## src/rtl/fifo_pm_pkg.sv

```systemverilog
// constants shared by the fifo level / power management register ends and the host end
// What this block does
// - rx status used words, bits 23-16, reset zero
// - rx data used bytes, frames add rounded length
// - tx status used words, bits 23-16, reset zero
// - tx data free bytes, reset 1200h
// - host never writes beyond reported free space
// - power control register readable in any state
// - writes ignored until first read after wake
// - power state 00 full, 01 frame, 10 energy
// - byte test write wakes reduced power state
// - host writes only wake register while unready
// - transceiver reset bit holds 100us, self clears
// - energy enable raises interrupt and output
// - driver type clear means open drain low
// - wake cause 01 energy, 10 frame, 11 both
// - cause cleared by one when ready, sources idle
// - pulse select gives 50ms pulse, else level
// - output drops when cause or enable cleared
// - push-pull polarity bit picks active high
// - output enable gates only the pin
// - ready bit set once device has stabilised
package fifo_pm_pkg;
	// ----------------------------------------------------------------
	// link geometry and register offsets
	// ----------------------------------------------------------------
	localparam int ADDR_W = 8;
	localparam int DATA_W = 32;
	localparam logic [7:0] OFS_RX_DATA = 8'h00;
	localparam logic [7:0] OFS_TX_DATA = 8'h20;
	localparam logic [7:0] OFS_RX_STATUS = 8'h40;
	localparam logic [7:0] OFS_TX_STATUS = 8'h48;
	localparam logic [7:0] OFS_BYTE_TEST = 8'h64;
	localparam logic [7:0] OFS_RX_LEVELS = 8'h7C;
	localparam logic [7:0] OFS_TX_LEVELS = 8'h80;
	localparam logic [7:0] OFS_PM_CTRL = 8'h84;
	// ----------------------------------------------------------------
	// field positions in the power management control register and the fifo level registers
	// ----------------------------------------------------------------
	localparam int POS_STATE = 12;
	localparam int POS_TRANSCEIVER_RESET_REQUEST = 10;
	localparam int POS_LAN_WAKE_ENABLE = 9;
	localparam int POS_ENERGY_DETECT_ENABLE = 8;
	localparam int POS_TYPE = 6;
	localparam int POS_CAUSE = 4;
	localparam int POS_PULSE = 3;
	localparam int POS_POL = 2;
	localparam int POS_OUT_EN = 1;
	localparam int POS_READY = 0;
	localparam int POS_USED = 16;
	// ----------------------------------------------------------------
	// reset values and word size
	// ----------------------------------------------------------------
	localparam logic [15:0] TX_FREE_RESET = 16'h1200;
	localparam logic [15:0] WORD_BYTES = 16'h0004;
	localparam int READY_CYCLES = 16;
	// ----------------------------------------------------------------
	// timing, 100 MHz clock
	// ----------------------------------------------------------------
	localparam int CLK_MHZ = 100;
	localparam int TRANSCEIVER_RESET_REQUEST_US = 100;
	localparam int TRANSCEIVER_RESET_REQUEST_CYCLES = TRANSCEIVER_RESET_REQUEST_US * CLK_MHZ;
	localparam int PULSE_MS = 50;
	localparam int PULSE_CYCLES = PULSE_MS * 1000 * CLK_MHZ;
	// ----------------------------------------------------------------
	// host end command registers
	// ----------------------------------------------------------------
	localparam logic [7:0] HOFS_ADDR = 8'h00;
	localparam logic [7:0] HOFS_WDATA = 8'h04;
	localparam logic [7:0] HOFS_GO = 8'h08;
	localparam logic [7:0] HOFS_STATUS = 8'h0C;
	localparam logic [7:0] HOFS_RESULT = 8'h10;
	localparam logic [7:0] HOFS_TX_FREE = 8'h14;
	// ----------------------------------------------------------------
	// enumerations
	// ----------------------------------------------------------------
	typedef enum logic [1:0] {
		FULL_POWER_STATE = 2'b00,
		FRAME_WAKE_STATE = 2'b01,
		ENERGY_WAKE_STATE = 2'b10
	} power_state_type;
	typedef enum logic [2:0] {
		H_IDLE = 3'b000,
		H_PRE_RD = 3'b001,
		H_PRE_CAP = 3'b010,
		H_ACC = 3'b011,
		H_CAP = 3'b100
	} host_state_type;
endpackage : fifo_pm_pkg

```

## src/rtl/fifo_pm_if.sv

```systemverilog
// register link between host end and device end
`timescale 1ns/1ns
`default_nettype none
interface fifo_pm_if;
	logic [7:0] addr;
	logic [31:0] wdata;
	logic wr;
	logic rd;
	logic [31:0] rdata;
	modport host (output addr, output wdata, output wr, output rd, input rdata);
	modport device (input addr, input wdata, input wr, input rd, output rdata);
endinterface : fifo_pm_if
`default_nettype wire

```

## src/rtl/fifo_pm_dev.sv

```systemverilog
// device end: fifo level registers and power management control
//
// Local design decision: the strobed register port.
`timescale 1ns/1ns
`default_nettype none
module fifo_pm_dev #(
	parameter int TRANSCEIVER_RESET_REQUEST_CYCLES = fifo_pm_pkg::TRANSCEIVER_RESET_REQUEST_CYCLES,
	parameter int PULSE_CYCLES = fifo_pm_pkg::PULSE_CYCLES,
	parameter int READY_CYCLES = fifo_pm_pkg::READY_CYCLES
) (
	input wire logic MCLK_I,
	input wire logic RST_B_I,
	fifo_pm_if.device LINK,
	input wire logic RX_FRAME_I,
	input wire logic [15:0] RX_FRAME_LEN_I,
	input wire logic RX_STATUS_PUSH_I,
	input wire logic TX_STATUS_PUSH_I,
	input wire logic TX_DRAIN_I,
	input wire logic WOL_EVENT_I,
	input wire logic ENERGY_EVENT_I,
	output logic WAKE_PIN_O,
	output logic WAKE_PIN_OE_O,
	output logic WAKE_INTERRUPT_O,
	output logic PHY_RESET_O,
	output logic [1:0] POWER_STATE_O,
	output logic READY_O
);
	// ----------------------------------------------------------------
	// access decode
	// ----------------------------------------------------------------
	localparam logic [7:0] READY_LOAD = 8'(READY_CYCLES);
	localparam logic [31:0] PHY_LAST = 32'(TRANSCEIVER_RESET_REQUEST_CYCLES - 1);
	localparam logic [31:0] PULSE_LOAD = 32'(PULSE_CYCLES);
	fifo_pm_pkg::power_state_type state_r;
	logic read_seen_r, ready_r, transceiver_reset_request_r;
	logic [7:0] ready_cnt_r;
	logic [31:0] phy_cnt_r, pulse_cnt_r;
	logic lan_wake_enable_r, energy_detect_enable_r, push_pull_r, pulse_sel_r, pol_r, out_en_r;
	logic [1:0] cause_r, cause_set, cause_clr, cause_nxt;
	logic [7:0] rx_status_used_words_r, tx_status_used_words_r;
	logic [15:0] rx_data_used_bytes_r, tx_data_free_bytes_r, rx_add;
	logic wr_ok, pm_wr, wake_wr, sleep_wr, rd_ok, asserted, cause_active;
	logic [1:0] wr_state;
	// writes need a prior read; in reduced power only the wake write acts, read or not
	assign wr_ok = LINK.wr & read_seen_r;
	assign wr_state = LINK.wdata[fifo_pm_pkg::POS_STATE +: 2];
	assign pm_wr = wr_ok & ready_r & (LINK.addr == fifo_pm_pkg::OFS_PM_CTRL);
	assign wake_wr = LINK.wr & (state_r != fifo_pm_pkg::FULL_POWER_STATE)
		& (LINK.addr == fifo_pm_pkg::OFS_BYTE_TEST);
	assign sleep_wr = pm_wr & (wr_state == fifo_pm_pkg::FRAME_WAKE_STATE
		| wr_state == fifo_pm_pkg::ENERGY_WAKE_STATE);
	assign rd_ok = LINK.rd & ready_r;
	// ----------------------------------------------------------------
	// power state, ready and read-before-write tracking
	// ----------------------------------------------------------------
	// state select clears itself back to full power on the wake write
	always_ff @(posedge MCLK_I or negedge RST_B_I) begin
		if (!RST_B_I) begin
			state_r <= fifo_pm_pkg::FULL_POWER_STATE;
		end else if (wake_wr) begin
			state_r <= fifo_pm_pkg::FULL_POWER_STATE;
		end else if (sleep_wr) begin
			state_r <= fifo_pm_pkg::power_state_type'(wr_state);
		end
	end
	// ready rises a fixed settle time after reset or wake
	always_ff @(posedge MCLK_I or negedge RST_B_I) begin
		if (!RST_B_I) begin
			ready_cnt_r <= READY_LOAD;
			ready_r <= 1'b0;
		end else if (sleep_wr | wake_wr) begin
			ready_cnt_r <= READY_LOAD;
			ready_r <= 1'b0;
		end else if (state_r == fifo_pm_pkg::FULL_POWER_STATE) begin
			if (ready_cnt_r != 8'h00) begin
				ready_cnt_r <= ready_cnt_r - 8'h01;
			end
			ready_r <= (ready_cnt_r == 8'h00);
		end
	end
	// any read arms writes; reset and a power transition disarm them
	always_ff @(posedge MCLK_I or negedge RST_B_I) begin
		if (!RST_B_I) begin
			read_seen_r <= 1'b0;
		end else if (sleep_wr | wake_wr) begin
			read_seen_r <= 1'b0;
		end else if (LINK.rd) begin
			read_seen_r <= 1'b1;
		end
	end
	// ----------------------------------------------------------------
	// configuration bits and transceiver reset
	// ----------------------------------------------------------------
	always_ff @(posedge MCLK_I or negedge RST_B_I) begin
		if (!RST_B_I) begin
			{lan_wake_enable_r, energy_detect_enable_r, push_pull_r, pulse_sel_r, pol_r, out_en_r} <= 6'h00;
		end else if (pm_wr) begin
			lan_wake_enable_r <= LINK.wdata[fifo_pm_pkg::POS_LAN_WAKE_ENABLE];
			energy_detect_enable_r <= LINK.wdata[fifo_pm_pkg::POS_ENERGY_DETECT_ENABLE];
			push_pull_r <= LINK.wdata[fifo_pm_pkg::POS_TYPE];
			pulse_sel_r <= LINK.wdata[fifo_pm_pkg::POS_PULSE];
			pol_r <= LINK.wdata[fifo_pm_pkg::POS_POL];
			out_en_r <= LINK.wdata[fifo_pm_pkg::POS_OUT_EN];
		end
	end
	// a write of one while already in reset is ignored, so the hold is never cut short
	always_ff @(posedge MCLK_I or negedge RST_B_I) begin
		if (!RST_B_I) begin
			transceiver_reset_request_r <= 1'b0;
			phy_cnt_r <= 32'h0000_0000;
		end else if (transceiver_reset_request_r) begin
			phy_cnt_r <= phy_cnt_r + 32'h0000_0001;
			if (phy_cnt_r == PHY_LAST) begin
				transceiver_reset_request_r <= 1'b0;
			end
		end else if (pm_wr & LINK.wdata[fifo_pm_pkg::POS_TRANSCEIVER_RESET_REQUEST]) begin
			transceiver_reset_request_r <= 1'b1;
			phy_cnt_r <= 32'h0000_0000;
		end
	end
	// ----------------------------------------------------------------
	// wake cause, interrupt and wake pin
	// ----------------------------------------------------------------
	// bit 1 frame/magic, bit 0 energy; both set reads as multiple events
	assign cause_set = {WOL_EVENT_I & lan_wake_enable_r, ENERGY_EVENT_I & energy_detect_enable_r};
	// clearing waits for full power, ready and quiet sources; a new event wins
	assign cause_clr = {2{pm_wr & state_r == fifo_pm_pkg::FULL_POWER_STATE}}
		& LINK.wdata[fifo_pm_pkg::POS_CAUSE +: 2]
		& ~{WOL_EVENT_I, ENERGY_EVENT_I};
	assign cause_nxt = (cause_r & ~cause_clr) | cause_set;
	assign cause_active = (cause_r[1] & lan_wake_enable_r) | (cause_r[0] & energy_detect_enable_r);
	always_ff @(posedge MCLK_I or negedge RST_B_I) begin
		if (!RST_B_I) begin
			cause_r <= 2'b00;
		end else begin
			cause_r <= cause_nxt;
		end
	end
	// pulse timer restarts on each new event
	always_ff @(posedge MCLK_I or negedge RST_B_I) begin
		if (!RST_B_I) begin
			pulse_cnt_r <= 32'h0000_0000;
		end else if (|cause_set) begin
			pulse_cnt_r <= PULSE_LOAD;
		end else if (pulse_cnt_r != 32'h0000_0000) begin
			pulse_cnt_r <= pulse_cnt_r - 32'h0000_0001;
		end
	end
	// output enable gates the pin only, never the interrupt
	assign asserted = out_en_r & cause_active
		& (~pulse_sel_r | (pulse_cnt_r != 32'h0000_0000));
	always_ff @(posedge MCLK_I or negedge RST_B_I) begin
		if (!RST_B_I) begin
			WAKE_PIN_O <= 1'b0;
			WAKE_PIN_OE_O <= 1'b0;
			WAKE_INTERRUPT_O <= 1'b0;
		end else begin
			WAKE_INTERRUPT_O <= cause_active;
			if (push_pull_r) begin
				WAKE_PIN_OE_O <= 1'b1;
				WAKE_PIN_O <= pol_r ? asserted : ~asserted;
			end else begin
				WAKE_PIN_OE_O <= asserted;
				WAKE_PIN_O <= 1'b0;
			end
		end
	end
	// ----------------------------------------------------------------
	// fifo levels
	// ----------------------------------------------------------------
	// a frame adds its length rounded up to whole words
	assign rx_add = RX_FRAME_I ? ((RX_FRAME_LEN_I + 16'h0003) & 16'hFFFC) : 16'h0000;
	always_ff @(posedge MCLK_I or negedge RST_B_I) begin
		if (!RST_B_I) begin
			rx_data_used_bytes_r <= 16'h0000;
			rx_status_used_words_r <= 8'h00;
			tx_status_used_words_r <= 8'h00;
			tx_data_free_bytes_r <= fifo_pm_pkg::TX_FREE_RESET;
		end else begin
			rx_data_used_bytes_r <= rx_data_used_bytes_r + rx_add
				- ((rd_ok & LINK.addr == fifo_pm_pkg::OFS_RX_DATA
				& rx_data_used_bytes_r != 16'h0000) ? fifo_pm_pkg::WORD_BYTES : 16'h0000);
			rx_status_used_words_r <= rx_status_used_words_r + {7'h00, RX_STATUS_PUSH_I}
				- {7'h00, rd_ok & LINK.addr == fifo_pm_pkg::OFS_RX_STATUS
				& rx_status_used_words_r != 8'h00};
			tx_status_used_words_r <= tx_status_used_words_r + {7'h00, TX_STATUS_PUSH_I}
				- {7'h00, rd_ok & LINK.addr == fifo_pm_pkg::OFS_TX_STATUS
				& tx_status_used_words_r != 8'h00};
			tx_data_free_bytes_r <= tx_data_free_bytes_r
				+ (TX_DRAIN_I ? fifo_pm_pkg::WORD_BYTES : 16'h0000)
				- ((wr_ok & ready_r & LINK.addr == fifo_pm_pkg::OFS_TX_DATA)
				? fifo_pm_pkg::WORD_BYTES : 16'h0000);
		end
	end
	// ----------------------------------------------------------------
	// read data, one cycle after the strobe
	// ----------------------------------------------------------------
	// only the power register answers while not ready; other reads give zero
	always_ff @(posedge MCLK_I or negedge RST_B_I) begin
		if (!RST_B_I) begin
			LINK.rdata <= 32'h0000_0000;
		end else if (LINK.rd & LINK.addr == fifo_pm_pkg::OFS_PM_CTRL) begin
			LINK.rdata <= {18'h00000, state_r, 1'b0, transceiver_reset_request_r, lan_wake_enable_r, energy_detect_enable_r, 1'b0,
				push_pull_r, cause_r, pulse_sel_r, pol_r, out_en_r, ready_r};
		end else if (rd_ok & LINK.addr == fifo_pm_pkg::OFS_RX_LEVELS) begin
			LINK.rdata <= {8'h00, rx_status_used_words_r, rx_data_used_bytes_r};
		end else if (rd_ok & LINK.addr == fifo_pm_pkg::OFS_TX_LEVELS) begin
			LINK.rdata <= {8'h00, tx_status_used_words_r, tx_data_free_bytes_r};
		end else begin
			LINK.rdata <= 32'h0000_0000;
		end
	end
	// ----------------------------------------------------------------
	// status outputs
	// ----------------------------------------------------------------
	always_ff @(posedge MCLK_I or negedge RST_B_I) begin
		if (!RST_B_I) begin
			PHY_RESET_O <= 1'b0;
			POWER_STATE_O <= 2'b00;
			READY_O <= 1'b0;
		end else begin
			PHY_RESET_O <= transceiver_reset_request_r;
			POWER_STATE_O <= state_r;
			READY_O <= ready_r;
		end
	end
endmodule : fifo_pm_dev
`default_nettype wire

```

## src/flat_wrapper.sv

```systemverilog
// flat-port wrapper written by rule: the top's interface ports become plain ports
module fifo_pm_dev_flat 
#(
	parameter int TRANSCEIVER_RESET_REQUEST_CYCLES = fifo_pm_pkg::TRANSCEIVER_RESET_REQUEST_CYCLES,
	parameter int PULSE_CYCLES = fifo_pm_pkg::PULSE_CYCLES,
	parameter int READY_CYCLES = fifo_pm_pkg::READY_CYCLES
)
  (MCLK_I, RST_B_I, RX_FRAME_I, RX_FRAME_LEN_I, RX_STATUS_PUSH_I, TX_STATUS_PUSH_I, TX_DRAIN_I, WOL_EVENT_I, ENERGY_EVENT_I, WAKE_PIN_O, WAKE_PIN_OE_O, WAKE_INTERRUPT_O, PHY_RESET_O, POWER_STATE_O, READY_O, LINK_addr, LINK_wdata, LINK_wr, LINK_rd, LINK_rdata);
  fifo_pm_if LINK_i ();
  input wire logic MCLK_I;
  input wire logic RST_B_I;
  input wire logic RX_FRAME_I;
  input wire logic [15:0] RX_FRAME_LEN_I;
  input wire logic RX_STATUS_PUSH_I;
  input wire logic TX_STATUS_PUSH_I;
  input wire logic TX_DRAIN_I;
  input wire logic WOL_EVENT_I;
  input wire logic ENERGY_EVENT_I;
  output logic WAKE_PIN_O;
  output logic WAKE_PIN_OE_O;
  output logic WAKE_INTERRUPT_O;
  output logic PHY_RESET_O;
  output logic [1:0] POWER_STATE_O;
  output logic READY_O;
  input wire logic [$bits(LINK_i.addr)-1:0] LINK_addr;
  input wire logic [$bits(LINK_i.wdata)-1:0] LINK_wdata;
  input wire logic [$bits(LINK_i.wr)-1:0] LINK_wr;
  input wire logic [$bits(LINK_i.rd)-1:0] LINK_rd;
  output wire logic [$bits(LINK_i.rdata)-1:0] LINK_rdata;
  assign LINK_i.addr = LINK_addr;
  assign LINK_i.wdata = LINK_wdata;
  assign LINK_i.wr = LINK_wr;
  assign LINK_i.rd = LINK_rd;
  assign LINK_rdata = LINK_i.rdata;
  fifo_pm_dev #(.TRANSCEIVER_RESET_REQUEST_CYCLES(TRANSCEIVER_RESET_REQUEST_CYCLES), .PULSE_CYCLES(PULSE_CYCLES), .READY_CYCLES(READY_CYCLES)) u_core (.MCLK_I(MCLK_I), .RST_B_I(RST_B_I), .LINK(LINK_i), .RX_FRAME_I(RX_FRAME_I), .RX_FRAME_LEN_I(RX_FRAME_LEN_I), .RX_STATUS_PUSH_I(RX_STATUS_PUSH_I), .TX_STATUS_PUSH_I(TX_STATUS_PUSH_I), .TX_DRAIN_I(TX_DRAIN_I), .WOL_EVENT_I(WOL_EVENT_I), .ENERGY_EVENT_I(ENERGY_EVENT_I), .WAKE_PIN_O(WAKE_PIN_O), .WAKE_PIN_OE_O(WAKE_PIN_OE_O), .WAKE_INTERRUPT_O(WAKE_INTERRUPT_O), .PHY_RESET_O(PHY_RESET_O), .POWER_STATE_O(POWER_STATE_O), .READY_O(READY_O));
endmodule
```

## config.mk

```make
export PLATFORM = sky130hd
export DESIGN_NAME = fifo_pm_dev_flat
export DESIGN_NICKNAME = d
export VERILOG_FILES = /design/src/rtl/fifo_pm_pkg.sv /design/src/rtl/fifo_pm_if.sv /design/src/rtl/fifo_pm_dev.sv /design/src/flat_wrapper.sv
export SDC_FILE = /design/constraint.sdc
export NUM_CORES = 1
export LEC_CHECK = 0
export ABC_AREA = 1
export BUFFER_PORTS_ARGS = -buffer_cell sky130_fd_sc_hd__buf_4
export CAP_MARGIN = 20
export CORE_ASPECT_RATIO = 1.5
export CORE_MARGIN = 2
export CORE_UTILIZATION = 40
export DETAILED_ROUTE_END_ITERATION = 7
export SYNTH_ARGS = -nofsm -noshare
export SYNTH_HDL_FRONTEND = slang
export SYNTH_SLANG_ARGS = --single-unit
```

## constraint.sdc

```tcl
create_clock -name MCLK_I -period 7.05 [get_ports MCLK_I]
set_input_delay 1.0575 -clock MCLK_I [delete_from_list [all_inputs] [get_ports MCLK_I]]
set_output_delay 1.0575 -clock MCLK_I [all_outputs]
set_load 0.005 [all_outputs]
```

; ---- Word-level counts from Yosys, hierarchy flattened
; Cells that the tools add are included.
[word_totals]
regBits = 172
out_inout_bits = 39
[op_classes]
n_eq_ne = 10
n_bitwise = 37
add_sub_neg = 12
mux = 26
n_reduce_logical = 17
[ops]
columns = operator, count
row1 = 2-to-1 mux 32 bit, 6
row2 = adder 16 bit, 2
row3 = "adder 32 x 1 -> 32 bit, second input constant", 1
row4 = "== test 32 x 14 -> 1 bit, second input constant", 1
row5 = "== test 8 x 7 -> 1 bit, second input constant", 4
row6 = nonzero test 32 bit, 1
row7 = subtractor 16 bit, 2
row8 = "subtractor 32 x 1 -> 32 bit, second input constant", 1
row9 = AND 1 bit, 25
row10 = 2-to-1 mux 24 bit, 1
row11 = 2-to-1 mux 8 bit, 3
row12 = nonzero test 8 bit, 3
row13 = "adder 16 x 2 -> 16 bit, second input constant", 1
row14 = adder 8 x 1 -> 8 bit, 2
row15 = "== test 8 bit, second input constant", 2
row16 = zero test 8 bit, 2
row17 = 2-to-1 mux 16 bit, 1
row18 = nonzero test 16 bit, 1
row19 = subtractor 8 x 1 -> 8 bit, 2
row20 = nonzero test 2 bit, 7
row21 = 2-to-1 mux 1 bit, 10
row22 = 2-to-1 mux 3 bit, 3
row23 = "== test 8 x 6 -> 1 bit, second input constant", 1
row24 = "subtractor 8 x 1 -> 8 bit, second input constant", 1
row25 = other kinds (11), 19

; ---- Longest topological paths before layout
; Gate-level depths: netlist of the first run.
[depth]
word_depth = 9
depth_mapped = 21
ltp_nobuf = 21

; ---- Least setup slack after synthesis of the first run
; OpenSTA, ideal clock, no wires.
[synth_path]
path_kind = input -> register
from = in RX_FRAME_LEN_I[0]
to = reg u_core.rx_data_used_bytes_r[15]
path_stages = 17
slack_ps = 3822
t_arrival_ps = 3110
path_buffers = 0
required_ps = 6933
path_cell_list = o21ai_1 > nor2_4 > nand2_1 > nor2_2 > nand3_1 > nor2_1 > o21ai_0 > ha_1 > inv_1 > ha_1 > a21oi_1 > a21boi_0 > nand2_1 > inv_1 > nand2_1 > nand3_1 > nand2_1
[synth_via]
elab_chain_len = 4
[synth_rtl]
columns = item, line_no
row1 = "start, declared", flat_wrapper.sv:13  ; input wire logic [15:0] RX_FRAME_LEN_I;
row2 = adder 16 x 2 -> 16 bit, fifo_pm_dev.sv:172  ; assign rx_add = RX_FRAME_I ? ((RX_FRAME_LEN_I + 16'h0003) & 16'hFFFC) : 16'h0000;
row3 = 2-to-1 mux 16 bit, fifo_pm_dev.sv:172
row4 = adder 16 bit, fifo_pm_dev.sv:180  ; rx_data_used_bytes_r <= rx_data_used_bytes_r + rx_add
row5 = subtractor 16 bit, fifo_pm_dev.sv:181  ; - ((rd_ok & LINK.addr == fifo_pm_pkg::OFS_RX_DATA
row6 = "end signal, assigned", fifo_pm_dev.sv:180
row7 = "end, declared", fifo_pm_dev.sv:41  ; logic [15:0] rx_data_used_bytes_r, tx_data_free_bytes_r, rx_add;
; Every way passes these cells.
; A chain may end at the register's enable or synchronous reset.

; ---- Worst setup path in the final report of the first run
[layout_path]
from = in LINK_addr[1]
to = reg u_core.rx_data_used_bytes_r[14]
[layout_via]
elab_chain_len = 5
[layout_rtl]
columns = item, line_no
row1 = "start, declared", flat_wrapper.sv:25  ; input wire logic [$bits(LINK_i.addr)-1:0] LINK_addr;
row2 = zero test 8 bit, fifo_pm_dev.sv:181
row3 = AND 1 bit, fifo_pm_dev.sv:181
row4 = AND 1 bit, fifo_pm_dev.sv:182  ; & rx_data_used_bytes_r != 16'h0000) ? fifo_pm_pkg::WORD_BYTES : 16'h0000);
row5 = 2-to-1 mux 3 bit, fifo_pm_dev.sv:182
row6 = subtractor 16 bit, fifo_pm_dev.sv:181
; Every way passes these cells.

==> results of run 1 <==
## state kept, by name (all words and copies together), names as in the netlist, 2 cells and up
| signal | flops |
|---|---|
| u_core.ready_cnt_r | 8 |
| u_core.rx_status_used_words_r | 8 |
| u_core.cause_r | 2 |
| u_core.phy_cnt_r | 32 |
| u_core.pulse_cnt_r | 32 |
| u_core.tx_status_used_words_r | 8 |
| u_core.tx_data_free_bytes_r | 14 |
| u_core.rx_data_used_bytes_r | 14 |
| u_core.state_r | 2 |
| u_core.POWER_STATE_O | 2 |
| u_core.LINK.rdata | 24 |
## layout make-up
type	instances	area (um2)	share of cell area
clock buffers	17	425	0.0358
inverters	222	836	0.0704
flip-flops and latches	160	4010	0.338
multi-input cells	982	5420	0.456
clock inverters	15	174	0.0146
repair buffers	79	597	0.0503
well taps	333	417	0.0351
## power by group through the flow
stage	clock, uW	combinational, uW	sequential (uW)
after floorplan	0	1510	1200
after detailed placement	0	1940	1230
after global placement	0	1910	1230
after global routing	1020	2250	1240
final	957	1940	1220
after CTS	974	1950	1220
## per-stage QoR
stage	worst slack (ps)	total power [uW]	cells
after floorplan	3820	2720	1389
final	3380	4110	1808
after global placement	2920	3140	1776
after global routing	3070	4510	1808
after detailed placement	2900	3170	1776
after CTS	3350	4140	1808
## critical path, cell delays in order
cell and delay (ps):
buf_4 110, nor2_1 200, nand3_1 240, nor2_2 350, nand3_1 120, a31oi_1 270
fa_1 490, inv_1 160, ha_1 170, nor2_1 40, o21ai_0 400, nand3_1 120
nand3_1 140, xor2_1 150
## layout by cell type, fill, tap and decap left out, types with 44 or more instances in the layout
cell type and n:
nor2_1 178, nand2_1 273, dfrtp_1 157, nor3_1 44
a21oi_1 46, nand3_1 114, ha_1 64, inv_1 219
xor2_1 47, o21ai_0 67, buf_4 78
## layer usage
metal	GRT usage	part of all wire
met4	0.0826	0.031
met2	0.381	0.52
met3	0.0315	0.036
met5	0	0
met1	0.249	0.42
## final timing paths
check	from	to	slack (ps)	cells after the start
worst max register to register	u_core.ready_r	u_core.rx_data_used_bytes_r[14]	3990	12
max in group asynchronous	RST_B_I	u_core.tx_data_free_bytes_r[8]	5250	2
min in group asynchronous	RST_B_I	u_core.pulse_cnt_r[24]	610	1
worst min-delay path	u_core.state_r[1]	u_core.POWER_STATE_O[1]	450	0
worst min register to register	u_core.state_r[1]	u_core.POWER_STATE_O[1]	450	0
worst max-delay path	LINK_addr[1]	u_core.rx_data_used_bytes_r[14]	3380	14
## synth_stat cells, drive strengths merged
cell type    n  share of area
or2          6         0.0036
inv        221          0.080
nor3        45          0.022
a31oi        4         0.0024
nand3      117          0.059
nor3b        1        0.00072
a31o         1        0.00084
o21a         3         0.0022
a21o         1        0.00072
o22ai        9         0.0054
a21boi       1        0.00072
dfrtp      157           0.38
o21bai       3         0.0022
xor2        47          0.040
ha          64          0.077
nor4        10         0.0060
clkinv       1        0.00036
xnor2       14          0.012
nand3b       8         0.0058
o21ai       76          0.038
mux2         2         0.0025
o221ai       7         0.0059
conb         1        0.00036
dfstp        3         0.0076
clkbuf       4         0.0014
o31ai        2         0.0014
a311oi       2         0.0017
a21oi       46          0.022
nand2      282           0.10
and3         1        0.00060
nor2       193          0.076
buf         21          0.014
and2         1        0.00060
nand4       22          0.014
fa           6          0.012
## kinds of logic (layout without fill, tap and decap cells)
family,count (synthesis),count (layout)
simple gates,686,686
buf+inv,247,333
flops,160,160
compound gates,155,155
fa+ha+maj,70,70
xor+xnor,61,61
mux,2,2
other cells,1,8
==> impl_metrics.env, run 1 <==
export IMPL_io_buffer_count=75
export IMPL_grt_pass1_vias=9262
export IMPL_cts_buffers=17
export IMPL_ctsResizeCount=0
export IMPL_die_h_um=201
export IMPL_synth_area_mm2=0.0104
export IMPL_core_area_mm2=0.0257
export IMPL_synth_top_family_by_area="simple AND/OR/NAND/NOR gates"
export IMPL_num_vias=9131
export IMPL_drtAntennaViolNets=0
export IMPL_final_nets=1598
export IMPL_switching_share=0.419
export IMPL_ys_types=51
export IMPL_post_drt_wl_per_cell_um=15.2
export IMPL_viasPerCell=5.05
export IMPL_place_congestion=0.980
export IMPL_muxShareOfSynthArea=0.00253
export IMPL_end_kind="flop"
export IMPL_arrival_ps=4030
export IMPL_fillers=2622
export IMPL_hold_slack_ps=448
export IMPL_drt_iter0_drc=486
export IMPL_combPwrFrac=0.471
export IMPL_seq_power_share=0.296
export IMPL_top_level_ports=105
export IMPL_postCtsHoldBufs=0
export IMPL_hold_path_class="reg2reg"
export IMPL_drv_slew=0
export IMPL_synthSimpleGateAreaFrac=0.293
export IMPL_drt_first_pass_iters=5
export IMPL_finish_utilization=0.462
export IMPL_p_clk_frac=0.233
export IMPL_skew_ps=8.59
export IMPL_diodes=0
export IMPL_slew_headroom=0.340
export IMPL_wl_um=27400
export IMPL_die_x_um=136
export IMPL_p_sw_uw=1720
export IMPL_dpl_cell_area_mm2=0.0113
export IMPL_ir_worst_vdd_mv=0.174
export IMPL_path_max_fanout=6
export IMPL_cts_tree="done"
export IMPL_ys_seq_area_frac=0.386
export IMPL_layout_min_cycle_time_ps=3670
export IMPL_synth_xor_area_share=0.0514
export IMPL_grt_overflow=0
export IMPL_cts_path_max_buffers=2
export IMPL_ys_warn_count=0
export IMPL_min_period_over_period=0.521
export IMPL_finalHoldViolCount=0
export IMPL_h_tree_depth=4
export IMPL_syn_inst=1382
export IMPL_drv_cap=0
export IMPL_floorplan_initialDensity=0.405
export IMPL_rows=72
export IMPL_p_int_uw=2390
export IMPL_finalSetupViolations=0
export IMPL_synth_compound_area_share=0.0833
export IMPL_ys_seq_elements=160
export IMPL_status="completed"
export IMPL_clock_latency_ps=440
export IMPL_required_ps=7400
export IMPL_path_class="in2reg"
export IMPL_grt_setup_unrepaired="false"
export IMPL_dp_final_hpwl_um=21400
export IMPL_grt_pass1_wl_um=45400
export IMPL_tightest_slew_ps=987
export IMPL_clock_fmax_mhz=272
export IMPL_synth_fa_ha_area_frac=0.0886
export IMPL_route_detailed_drc=0
export IMPL_antenna_found_initial=0
export IMPL_clkTransAtPathRegs_ps=70
export IMPL_power_density_mw_per_mm2=346
export IMPL_clock_root_buffer="clkbuf_16"
export IMPL_track_usage=0.211
export IMPL_clock_sinks=160
export IMPL_cellLeakagePower_uw=0.00617
export IMPL_syn_to_final_growth_pct=14.3
export IMPL_final_cell_area_mm2=0.0119
export IMPL_grt_max_degree=71
export IMPL_avgSynthCellArea_um2=7.52
export IMPL_die_area_mm2=0.0273
export IMPL_drive_above_1_share=0.106
export IMPL_start_kind="input port"
export IMPL_tns_ps=0
export IMPL_postCtsSetupRepairBufs=0
Power figures use the tool's default switching activity.
==> run 2: changes to the inputs <==
- clock period: 7.05 -> 3.66 ns (I/O delays scaled with it)
==> run 2 against run 1 <==
Global-route usage is 0.36 points higher. Hold slack worse by 330 ps. Highest routed layer unchanged. Routed wire length is 0.68% higher. Clock power rose by 84%. Flip-flop and latch count did not move. Sequential share of layout area shrank 0.13 points.
==> impl_metrics.env, run 2 (synthesis results as in run 1) <==
export IMPL_status="completed"
export IMPL_cts_path_max_buffers=2
export IMPL_slew_headroom=0.481
export IMPL_crit_chain="inv_1 -> nand4_1 -> nor3_1 -> a31oi_1 -> fa_1 -> inv_1 -> ha_1 -> ha_1 -> nor2_1 -> o21ai_0 -> buf_4 -> nand3_1 -> nand3_1 -> xor2_1"
export IMPL_required_ps=4000
export IMPL_clkTransAtPathRegs_ps=70
export IMPL_final_common_cell="nand2_1"
export IMPL_max_stage_delay_ps=420
export IMPL_diodes=0
export IMPL_num_vias=9099
export IMPL_seq_power_share=0.297
export IMPL_hold_path_class="in2async"
export IMPL_layout_min_cycle_time_ps=2860
export IMPL_postCtsSetupRepairBufs=0
export IMPL_grt_pass1_vias=9122
export IMPL_switching_share=0.428
export IMPL_p_int_uw=4520
export IMPL_clock_latency_ps=450
export IMPL_grt_setup_unrepaired="false"
export IMPL_cellLeakagePower_uw=0.00621
export IMPL_place_ws_ps=392
export IMPL_clock_root_buffer="clkbuf_16"
export IMPL_fillers=2592
export IMPL_mostFrequentLayoutCells="nand2_1, inv_1, nor2_1"
export IMPL_tightest_slew_ps=778
export IMPL_postCtsHoldBufs=0
export IMPL_die_area_mm2=0.0273
export IMPL_path_class="reg2reg"
export IMPL_drtAntennaViolNets=0
export IMPL_tns_ps=0
export IMPL_drive_above_1_share=0.111
export IMPL_drt_iter0_drc=473
export IMPL_wl_um=27600
export IMPL_ctsResizeCount=0
export IMPL_finalHoldViolCount=0
export IMPL_cts_buffers=17
export IMPL_floorplan_initialDensity=0.405
export IMPL_finish_utilization=0.464
export IMPL_skew_ps=7.30
export IMPL_crit_family="adder cells"
export IMPL_p_clk_frac=0.223
export IMPL_path_max_fanout=3
export IMPL_cp_num_buf_inv=3
export IMPL_dp_cells=1783
export IMPL_end_kind="flop"
export IMPL_grt_pass1_wl_um=45500
export IMPL_p_sw_uw=3390
export IMPL_final_critical_path_setup_slack_ps=804
export IMPL_rows=72
export IMPL_min_period_over_period=0.780
export IMPL_fin_cells=1815
export IMPL_h_tree_depth=4
export IMPL_place_congestion=0.915
export IMPL_drv_cap=0
export IMPL_cts_tree="done"
export IMPL_ir_worst_vdd_mv=0.394
export IMPL_io_buffer_count=75
export IMPL_track_usage=0.215
export IMPL_arrival_ps=3190
export IMPL_grt_overflow=0
export IMPL_antenna_found_initial=0
export IMPL_finalSetupViolations=0
export IMPL_core_area_mm2=0.0257
export IMPL_viasPerCell=5.01
export IMPL_route_detailed_drc=0
export IMPL_post_drt_wl_per_cell_um=15.2
export IMPL_clock_fmax_mhz=350
export IMPL_syn_to_final_growth_pct=14.7
export IMPL_dp_final_hpwl_um=21500
export IMPL_grt_max_degree=80
export IMPL_start_kind="flop"
export IMPL_die_h_um=201
export IMPL_clock_sinks=160
export IMPL_combPwrFrac=0.480
export IMPL_top_level_ports=105
export IMPL_drv_slew=0
export IMPL_largestRegisters="u_core.phy_cnt_r: 32 flops, u_core.pulse_cnt_r: 32 flops, u_core.LINK.rdata: 24 flops"
export IMPL_final_nets=1605
export IMPL_drt_first_pass_iters=5
export IMPL_crit_path_top_delay_cell="fa_1"
export IMPL_die_x_um=136
export IMPL_power_density_mw_per_mm2=663
-- run 2: changes by cell type in the layout (fill, tap and decap cells not counted), sizes merged --
cell,delta
bufinv,-2
clkinvlp,-3
buf,+7
clkinv,+2
inv,+3
-- run 2: cell type report --
type	count	area, um2	area share
clock buffer	17	425	0.0357
multi-input combinational	982	5420	0.454
tap	333	417	0.0349
clock inverter	15	144	0.0121
timing repair buffer	86	674	0.0566
inverter	222	836	0.0701
sequential	160	4010	0.336
-- run 2: worst paths after layout --
| path | start | slack [ps] | cells past startpoint | to |
|---|---|---|---|---|
| max | u_core.rx_data_used_bytes_r[2] | 800 | 14 | u_core.rx_data_used_bytes_r[14] |
| min | RST_B_I | 120 | 1 | u_core.pulse_cnt_r[18] |
| max reg2reg | u_core.rx_data_used_bytes_r[2] | 800 | 14 | u_core.rx_data_used_bytes_r[14] |
| min reg2reg | u_core.state_r[1] | 460 | 0 | u_core.POWER_STATE_O[1] |
| max in group asynchronous | RST_B_I | 2710 | 2 | u_core.ready_cnt_r[4] |
| min in group MCLK_I | RX_STATUS_PUSH_I | 320 | 2 | u_core.rx_status_used_words_r[0] |
-- run 2: metal layers --
layer  vias to the layer above  share of wire  track usage
met2                       194           0.53        0.391
met4                         0          0.025       0.0800
met5                         -              0            0
met1                      4247           0.42        0.253
li1                       4612              -            -
met3                        46          0.031       0.0290
-- run 2: per-stage QoR --
step | power, uW | hold slack [ps] | cell area (um2)
finish | 7900 | 121 | 11900
global route | 8630 | 217 | 11900
CTS | 7970 | 169 | 11900
detailed placement | 6170 | 436 | 11400
global placement | 6120 | 431 | 11400
floorplan | 5230 | 253 | 10400
-- run 2: power by group through the flow --
stage / registers, uW / logic [uW] / clock network (uW)
2_1_floorplan: 2320 / 2910 / 0
3_3_place_gp: 2370 / 3740 / 0
3_5_place_dp: 2380 / 3790 / 0
4_1_cts: 2350 / 3810 / 1800
5_1_grt: 2390 / 4380 / 1860
6_report: 2350 / 3800 / 1760
-- run 2: worst register-to-register path, stage by stage, from the launching register on --
cell     delay [ps]
dfrtp_1         360
inv_1           150
nand4_1         100
nor3_1          300
a31oi_1         210
fa_1            420
inv_1           120
ha_1            270
ha_1            190
nor2_1           70
o21ai_0          70
buf_4           170
nand3_1          70
nand3_1         100
xor2_1          150
